--- config.mk ---
export PLATFORM = sky130hd
export DESIGN_NAME = dpmd_top
export DESIGN_NICKNAME = d
export VERILOG_FILES = /design/src/dpmd_addr.v /design/src/dpmd_sbclr.v /design/src/dpmd_top.v
export VERILOG_INCLUDE_DIRS = /design/src
export SDC_FILE = /design/constraint.sdc
export NUM_CORES = 1
export LEC_CHECK = 0
export BUFFER_PORTS_ARGS = -buffer_cell sky130_fd_sc_hd__buf_2
export CAP_MARGIN = 25
export CORE_MARGIN = 2
export CORE_UTILIZATION = 53
export DETAILED_ROUTE_END_ITERATION = 10
export PLACE_DENSITY = 0.92
export SYNTH_ARGS = -nofsm -noshare
export SYNTH_HDL_FRONTEND = slang
export SYNTH_HIERARCHICAL = 1
export SYNTH_SLANG_ARGS = --single-unit
--- constraint.sdc ---
create_clock -name clk -period 4.95 [get_ports clk]
set_input_delay 0.495 -clock clk [delete_from_list [all_inputs] [get_ports clk]]
set_output_delay 0.495 -clock clk [all_outputs]
set_load 0.01 [all_outputs]
--- src/dpmd_regs.vh ---
// constants for the data port message decoder
`ifndef DPMD_REGS_VH
`define DPMD_REGS_VH
// ****************
// apb register offsets
// ****************
`define DPMD_CTRL_OFF 12'h000
`define DPMD_STAT_OFF 12'h004
`define DPMD_ERRCNT_OFF 12'h008
`define DPMD_MSGCNT_OFF 12'h00c
`define DPMD_LASTDESC_OFF 12'h010
`define DPMD_LASTADDR_OFF 12'h014
`define DPMD_CTRL_RST 32'h0000_0001
// ****************
// descriptor fields
// ****************
`define DPMD_HDR_BIT 19
`define DPMD_RD_CACHE_HI 15
`define DPMD_RD_CACHE_LO 14
`define DPMD_RD_TYPE_HI 13
`define DPMD_RD_TYPE_LO 12
`define DPMD_WR_COMMIT_BIT 15
`define DPMD_WR_TYPE_HI 14
`define DPMD_WR_TYPE_LO 12
`define DPMD_CTL_HI 11
`define DPMD_CTL_LO 8
`define DPMD_LAST_RT_BIT 10
`define DPMD_SIMD8_BIT 8
`define DPMD_HALF_BIT 11
`define DPMD_BTI_HI 7
`define DPMD_BTI_LO 0
`define DPMD_BTI_STATELESS 8'hff
// ****************
// encodings
// ****************
`define DPMD_CACHE_DATA 2'h0
`define DPMD_CACHE_RENDER 2'h1
`define DPMD_CACHE_SAMPLER 2'h2
`define DPMD_CACHE_RSVD 2'h3
`define DPMD_RD_OWORD 2'h0
`define DPMD_RD_DUAL 2'h1
`define DPMD_RD_MEDIA 2'h2
`define DPMD_RD_SCATTER 2'h3
`define DPMD_WR_OWORD 3'h0
`define DPMD_WR_DUAL 3'h1
`define DPMD_WR_MEDIA 3'h2
`define DPMD_WR_SCATTER 3'h3
`define DPMD_WR_RT 3'h4
`define DPMD_WR_SVB 3'h5
`define DPMD_WR_RSVD 3'h6
`define DPMD_WR_FLUSH 3'h7
`define DPMD_RT_SINGLE 2'h0
`define DPMD_RT_DUAL 2'h1
`define DPMD_RT_REPL 2'h2
`endif

--- src/dpmd_addr.v ---
// address former for header and per-slot offset addressing
`timescale 1ns/1ps
module dpmd_addr (
  input wire hdr_present,
  input wire scratch,
  input wire use_offset,
  input wire [31:0] global_off,
  input wire [31:0] imm_base,
  input wire [31:0] slot_off,
  output reg [31:0] addr
);
  reg [31:0] base;
  always @* begin
    if (!hdr_present) begin
      base = 32'h0000_0000;
    end else if (scratch) begin
      base = {imm_base[31:10], 10'h000};
    end else begin
      base = global_off;
    end
    if (use_offset) begin
      addr = base + slot_off;
    end else begin
      addr = base;
    end
  end
endmodule

--- src/dpmd_sbclr.v ---
// pixel scoreboard clear mask former
`timescale 1ns/1ps
module dpmd_sbclr (
  input wire last_rt,
  input wire simd8,
  input wire upper_half,
  input wire [15:0] pixel_mask,
  output reg [15:0] clr_mask
);
  always @* begin
    if (!last_rt) begin
      clr_mask = 16'h0000;
    end else if (simd8 && upper_half) begin
      clr_mask = {pixel_mask[15:8], 8'h00};
    end else if (simd8) begin
      clr_mask = {8'h00, pixel_mask[7:0]};
    end else begin
      clr_mask = pixel_mask;
    end
  end
endmodule

--- src/dpmd_top.v ---
// data port message decoder top: message intake, decode, apb status
//
// Register access over APB and the register offsets were chosen for this implementation.
`timescale 1ns/1ps
`include "dpmd_regs.vh"
// Function
// - render target data goes to the colour path for format conversion.
// - single-source writes come in 16- and 8-pixel forms.
// - scoreboard bits clear only on last-target writes, half mask for 8-pixel.
// - dual-source writes are 8-pixel only, two colours per pixel.
// - second colour of dual-source is offered as blend factor input.
// - replicate writes carry no depth, stencil or alpha; tiled only.
// - each target its own message and index; depth only on last.
// - separate read and write targets, each with own unit id and types.
// - no header means base displacement of zero.
// - per-slot payload offset adds to header base displacement.
// - scratch messages take base from header word five.
// - typed surface 4D means u, v, depth and mip level.
// - read bits 15:14 select data, render or sampler cache; 11 reserved.
// - read bits 13:12 select oword, dual, media or scattered read.
// - write bit 15 requests a completion message after commit.
// - write bits 14:12 select write type; 110 reserved.
// - bits 11:8 are a message specific control field.
// - binding index 255 selects stateless access with no surface fetch.
module dpmd_top (
  input wire clk,
  input wire rst,
  input wire [11:0] paddr,
  input wire psel,
  input wire penable,
  input wire pwrite,
  input wire [31:0] pwdata,
  output reg [31:0] prdata,
  output reg pready,
  output reg pslverr,
  input wire msg_valid,
  output reg msg_ready,
  input wire msg_is_write,
  input wire [3:0] msg_unit_id,
  input wire [31:0] msg_desc,
  input wire [31:0] msg_global_off,
  input wire [31:0] header_word_five,
  input wire [31:0] msg_slot_off,
  input wire [1:0] msg_rt_kind,
  input wire [15:0] msg_pixel_mask,
  input wire [10:0] msg_target_layer_index,
  input wire [2:0] msg_dim,
  input wire thread_termination_flag,
  output reg mem_valid,
  input wire mem_ready,
  output reg mem_is_write,
  output reg [1:0] mem_cache,
  output reg [2:0] mem_type,
  output reg [3:0] mem_ctl,
  output reg [31:0] mem_addr,
  output reg [7:0] mem_bti,
  output reg mem_stateless,
  output reg mem_rt_write,
  output reg mem_blend_src1,
  output reg mem_depth_write,
  output reg [10:0] mem_target_layer_index,
  output reg [2:0] mem_dim,
  input wire mem_commit,
  output reg commit_msg,
  output reg [15:0] sb_clear,
  output reg sb_clear_valid,
  output reg msg_error
);
  // ****************
  // parameters and state
  // ****************
  parameter [3:0] RD_UNIT_ID = 4'h4;
  parameter [3:0] WR_UNIT_ID = 4'h5;
  localparam [2:0] ST_IDLE = 3'b001;
  localparam [2:0] ST_ISSUE = 3'b010;
  localparam [2:0] ST_COMMIT = 3'b100;
  reg [2:0] state_q;
  reg [31:0] ctrl_q;
  reg [15:0] err_cnt_q;
  reg [31:0] msg_cnt_q;
  reg [31:0] last_desc_q;
  reg [1:0] last_err_q;
  reg want_commit_q;
  reg [15:0] pend_clr_q;
  reg pend_clr_v_q;
  wire [15:0] clr_mask;
  wire [31:0] addr;
  // ****************
  // descriptor decode
  // ****************
  wire [1:0] rd_cache = msg_desc[`DPMD_RD_CACHE_HI:`DPMD_RD_CACHE_LO];
  wire [1:0] rd_type = msg_desc[`DPMD_RD_TYPE_HI:`DPMD_RD_TYPE_LO];
  wire [2:0] wr_type = msg_desc[`DPMD_WR_TYPE_HI:`DPMD_WR_TYPE_LO];
  wire [3:0] ctl = msg_desc[`DPMD_CTL_HI:`DPMD_CTL_LO];
  wire [7:0] bti = msg_desc[`DPMD_BTI_HI:`DPMD_BTI_LO];
  wire hdr = msg_desc[`DPMD_HDR_BIT];
  wire is_rt = msg_is_write && (wr_type == `DPMD_WR_RT);
  wire last_rt = is_rt && msg_desc[`DPMD_LAST_RT_BIT];
  wire simd8 = msg_desc[`DPMD_SIMD8_BIT] || (msg_rt_kind == `DPMD_RT_DUAL);
  wire scratch = msg_is_write ? (wr_type == `DPMD_WR_OWORD)
                              : (rd_type == `DPMD_RD_OWORD);
  wire offset_mode = msg_is_write
    ? (wr_type == `DPMD_WR_DUAL || wr_type == `DPMD_WR_SCATTER)
    : (rd_type == `DPMD_RD_DUAL || rd_type == `DPMD_RD_SCATTER);

  // classify: bit0 reserved code, bit1 wrong unit id
  function [1:0] dpmd_check;
    input is_wr;
    input [3:0] uid;
    input [1:0] cache;
    input [2:0] wtype;
    input [1:0] rtk;
    begin
      dpmd_check = 2'b00;
      if (is_wr) begin
        if (wtype == `DPMD_WR_RSVD) dpmd_check[0] = 1'b1;
        if (wtype == `DPMD_WR_RT && rtk == 2'h3) dpmd_check[0] = 1'b1;
        if (uid != WR_UNIT_ID) dpmd_check[1] = 1'b1;
      end else begin
        if (cache == `DPMD_CACHE_RSVD) dpmd_check[0] = 1'b1;
        if (uid != RD_UNIT_ID) dpmd_check[1] = 1'b1;
      end
    end
  endfunction

  wire [1:0] chk = dpmd_check(msg_is_write, msg_unit_id, rd_cache,
                              wr_type, msg_rt_kind);
  wire bad = (|chk) || !ctrl_q[0];

  dpmd_addr u_addr (
    .hdr_present(hdr),
    .scratch(scratch),
    .use_offset(offset_mode),
    .global_off(msg_global_off),
    .imm_base(header_word_five),
    .slot_off(msg_slot_off),
    .addr(addr)
  );

  dpmd_sbclr u_sbclr (
    .last_rt(last_rt),
    .simd8(simd8),
    .upper_half(msg_desc[`DPMD_HALF_BIT]),
    .pixel_mask(msg_pixel_mask),
    .clr_mask(clr_mask)
  );

  // ****************
  // message engine
  // ****************
  always @(posedge clk) begin
    if (rst) begin
      state_q <= ST_IDLE;
      msg_ready <= 1'b0;
      mem_valid <= 1'b0;
      mem_is_write <= 1'b0;
      mem_cache <= 2'h0;
      mem_type <= 3'h0;
      mem_ctl <= 4'h0;
      mem_addr <= 32'h0000_0000;
      mem_bti <= 8'h00;
      mem_stateless <= 1'b0;
      mem_rt_write <= 1'b0;
      mem_blend_src1 <= 1'b0;
      mem_depth_write <= 1'b0;
      mem_target_layer_index <= 11'h000;
      mem_dim <= 3'h0;
      commit_msg <= 1'b0;
      sb_clear <= 16'h0000;
      sb_clear_valid <= 1'b0;
      msg_error <= 1'b0;
      err_cnt_q <= 16'h0000;
      msg_cnt_q <= 32'h0000_0000;
      last_desc_q <= 32'h0000_0000;
      last_err_q <= 2'b00;
      want_commit_q <= 1'b0;
      pend_clr_q <= 16'h0000;
      pend_clr_v_q <= 1'b0;
    end else begin
      msg_ready <= 1'b0;
      commit_msg <= 1'b0;
      sb_clear_valid <= 1'b0;
      msg_error <= 1'b0;
      case (state_q)
        ST_IDLE: begin
          if (msg_valid && !msg_ready) begin
            msg_ready <= 1'b1;
            last_desc_q <= msg_desc;
            msg_cnt_q <= msg_cnt_q + 32'h0000_0001;
            if (bad) begin
              msg_error <= 1'b1;
              last_err_q <= chk;
              err_cnt_q <= err_cnt_q + 16'h0001;
            end else begin
              mem_valid <= 1'b1;
              mem_is_write <= msg_is_write;
              mem_cache <= msg_is_write ? `DPMD_CACHE_RENDER : rd_cache;
              mem_type <= msg_is_write ? wr_type : {1'b0, rd_type};
              mem_ctl <= ctl;
              mem_addr <= addr;
              mem_bti <= bti;
              mem_stateless <= (bti == `DPMD_BTI_STATELESS);
              mem_rt_write <= is_rt;
              mem_blend_src1 <= is_rt && (msg_rt_kind == `DPMD_RT_DUAL);
              mem_depth_write <= last_rt &&
                                 (msg_rt_kind != `DPMD_RT_REPL);
              mem_target_layer_index <= msg_target_layer_index;
              mem_dim <= msg_dim;
              want_commit_q <= msg_is_write &&
                               msg_desc[`DPMD_WR_COMMIT_BIT];
              pend_clr_q <= clr_mask;
              pend_clr_v_q <= last_rt;
              state_q <= ST_ISSUE;
            end
          end
        end
        ST_ISSUE: begin
          if (mem_ready) begin
            mem_valid <= 1'b0;
            if (pend_clr_v_q) begin
              sb_clear <= pend_clr_q;
              sb_clear_valid <= 1'b1;
            end
            state_q <= want_commit_q ? ST_COMMIT : ST_IDLE;
          end
        end
        ST_COMMIT: begin
          if (mem_commit) begin
            commit_msg <= 1'b1;
            state_q <= ST_IDLE;
          end
        end
        default: begin
          state_q <= ST_IDLE;
        end
      endcase
    end
  end

  // ****************
  // apb slave
  // ****************
  always @(posedge clk) begin
    if (rst) begin
      ctrl_q <= `DPMD_CTRL_RST;
      prdata <= 32'h0000_0000;
      pready <= 1'b0;
      pslverr <= 1'b0;
    end else begin
      pready <= 1'b0;
      pslverr <= 1'b0;
      if (psel && penable && pready) begin
        // write lands at the edge where the master sees pready
        if (pwrite && paddr == `DPMD_CTRL_OFF) begin
          ctrl_q <= {31'h0, pwdata[0]};
        end
      end else if (psel && penable) begin
        pready <= 1'b1;
        prdata <= 32'h0000_0000;
        if (paddr == `DPMD_CTRL_OFF) begin
          prdata <= ctrl_q;
        end else if (paddr == `DPMD_STAT_OFF) begin
          prdata <= {27'h0, last_err_q, state_q};
        end else if (paddr == `DPMD_ERRCNT_OFF) begin
          prdata <= {16'h0000, err_cnt_q};
        end else if (paddr == `DPMD_MSGCNT_OFF) begin
          prdata <= msg_cnt_q;
        end else if (paddr == `DPMD_LASTDESC_OFF) begin
          prdata <= last_desc_q;
        end else if (paddr == `DPMD_LASTADDR_OFF) begin
          prdata <= mem_addr;
        end else begin
          pslverr <= 1'b1;
        end
      end
    end
  end
endmodule

==> metrics <==
worst-path cell with the longest stage delay=buf_4; critical path class=in2reg; Mean Syn Cell Area=7.88 um2; critical path data arrival time=between 4 and 5 ns; P_sw=0.00110 W; Area Growth Syn to Fin=19.7%; Total Routing Usage GR=between 20 and 30%; share of the synthesized area in the top cell type=38.1%; total CTS buffers=24; Register-to-Register Path Depth=6; FF-to-FF Start=state_q[0]; EDFF count, synth=0; Cell variety after synth=76; top_reg_cell synth=dfxtp_1; VDD IR max=about 250 uV; logic gate share of total power=approximately 14%; crit path to=mem_addr[26]; async set or reset register ratio after synthesis=0%; CTS Root Buffer Type=clkbuf_16; # setup viols final=0; Synth Warn #=6; final period utilization=between 70% and 80%; Worst setup startpoint=msg_desc[14]; Die ar.=around 24000 um2; Peak Freq=around 0.28 GHz; Hold Crit Start=pwdata[0]; CTS Hold Bufs=0; first-pass detailed-route iteration total=5; clk buf depth=3; TritonCTS Sinks=227; CP Capture Type=flop; Core Rows=54; pwr dens=292 nW/um2; CTS tree=done; RSZ-0062 raised after global routing=no; global-route wire length before repair=~58 mm; Final TNS setup=0 ns; Clock Power Share=about two fifths; grt total ovfl=0; I/O Buffers=roughly 300; worst reg2reg path endpoint=mem_type[1]; Final Hold Violating Endpoints=0; Crit Path Max Fanout=22; most frequent cells after synthesis=nand2_1, dfxtp_1, a21oi_1; largest net degree at the start of global routing=between 100 and 150; DR vias=between 10k and 15k; post-synthesis register bit count=about 230; Worst setup SP type=primary input; number of global-route vias before repair=between 10k and 15k; Post-CTS Setup Bufs=0; HPWL after DPL=~26 mm; r2r setup slk=1.88 ns; Final Max Tran Viols=0; nets=about 2k; sequential power share=45.0%; largest cells by area after synthesis=dfxtp_1, nand2_1, a21oi_1; switch share=about a quarter; Post-Syn Nets=1766; DRC violations left=0; Post-DRT Antenna Nets=0; die height=around 150 um; WP data required=~5.3 ns; internal power=0.00306 W; Routed WL=approximately 37 mm; Post-CTS Resized=0; worst min path class=in2reg; post-synthesis sequential area ratio=between 30% and 40%; post-DR vias/cell=5.89; DRT iter0 DRCs=about 1.1k; # IOs=approximately 340; Post-Place Setup Slack=between 0.7 and 0.8 ns; MaxCap Viol Count=0; crit-path cells=buf_2 -> a211oi_4 -> buf_4 -> mux2i_1 -> nor2b_1 -> ha_1 -> and4_4 -> nand3_1 -> o211ai_4 -> a31oi_4 -> o41ai_4 -> a41oi_2 -> xnor2_1 -> mux2_4 -> nand2_1 -> a21oi_1; GPL Wtd Cong=around 0.93; P_leak=approximately 6 nW; Max-slew headroom=approximately a third; H-tree lvl count=1; clk slew on worst S/H paths=approximately 0.06 ns; most numerous cell in the Yosys netlist=nand2_1; layout cells sized above 1=22.8%; overall die width=154 um; outcome=complete, no violations; Starting Density=54.3%; minimum clock period=between 3 and 4 ns; per-cell routed wire length=between 15 and 20 um; Core Region=22000 um2; skew final=about 0.015 ns; initial antenna violation count=2; cell taking the most area after synthesis=dfxtp_1; post-route worst setup slack=between 1 and 1.5 ns; Netlist Area Pre-Place=around 12000 um2; Slew @ Worst Pin=1.01 ns; Post-Synthesis Cells=1514; Clk Latency, worst-skew pair=roughly 0.52 ns; critical path's largest stage delay=0.42 ns
## power by group through the flow
| stage | Clock [W] | Combinational, W | Sequential (W) |
|---|---|---|---|
| 2_1_floorplan | 0 | 0.000400 | 0.00191 |
| 3_3_place_gp | 0 | 0.000565 | 0.00191 |
| 3_5_place_dp | 0 | 0.000576 | 0.00192 |
| 4_1_cts | 0.00172 | 0.000581 | 0.00187 |
| 5_1_grt | 0.00179 | 0.000648 | 0.00188 |
| 6_report | 0.00169 | 0.000597 | 0.00188 |
## sequential cells by signal (all words and copies together), names as in the netlist, 2 cells and up
name	count
last_desc_q	32
msg_cnt_q	32
last_err_q	2
pend_clr_q	16
state_q	3
mem_target_layer_index	11
prdata	32
mem_cache	2
sb_clear	16
mem_bti	8
mem_dim	3
mem_ctl	4
mem_type	3
err_cnt_q	16
mem_addr	32
## stage by stage
step                total power, W  hold slack (ns)  cell area [um2]  std cells  util, %
finish                     0.00417            0.193            14300       2057     65.0
global route               0.00431            0.189            14300       2056     65.0
CTS                        0.00417            0.181            14200       2054     64.9
detailed placement         0.00249            0.437            13500       2011     61.5
global placement           0.00248            0.433            13500       2008     61.4
floorplan                  0.00231            0.432            11900       1514        -
## area by class of cell
class	instances	area, um2
clock buffer	37	689
sequential	227	4540
inverter	20	75.1
multi-input combinational	1169	6910
timing repair buffer	317	1660
antenna	1	2.50
clock inverter	6	43.8
tap	280	350
fill	1787	7680
## kinds of logic after synthesis
group | Yosys count | share of synthesized area (%)
AOI/OAI and AO/OA | 361 | 19.5
xor gates and xnor gates | 66 | 4.85
adders and majority gates | 34 | 3.63
buffers and inverters | 118 | 4.20
DFF | 227 | 38.1
muxes | 57 | 5.10
and+or+nand+nor | 651 | 24.7
## cell usage in the layout (no fill, tap or decap), drive strengths merged, types with 20 or more instances in the layout
cell,n
a21o,22
a21oi,180
and3,27
buf,317
clkbuf,37
dfxtp,227
ha,33
inv,20
mux2,27
mux2i,30
nand2,343
nand3,37
nand4,23
nor2,107
nor2b,30
nor3,23
o21ai,45
xnor2,30
xor2,36
## worst min path at each step
stage / endpoint / slack, ns / cells after the start
after detailed placement: prdata[18] / 0.44 / 2
after CTS: ctrl_q[0] / 0.18 / 3
after floorplan: sb_clear[0] / 0.43 / 2
after global placement: prdata[18] / 0.43 / 2
after global routing: ctrl_q[0] / 0.19 / 3
final: ctrl_q[0] / 0.19 / 3
## critical path: cells and delay by family
family / cells / cell delay, ns
buffers and inverters: 2 / 0.59
XOR/XNOR: 1 / 0.16
multiplexers: 2 / 0.50
AO/OA/AOI/OAI: 6 / 1.35
adder cells (fa/ha/maj): 1 / 0.36
AND/OR/NAND/NOR: 4 / 0.54
## metal layers
metal	vias up	part of all wire, %	global-route usage, %
met5	-	0	0
met4	0	4.2	12.2
met3	111	9.7	5.75
met2	611	45	47.0
met1	5637	41	39.4
li1	5755	-	-
(Power assumes the default switching activity.)
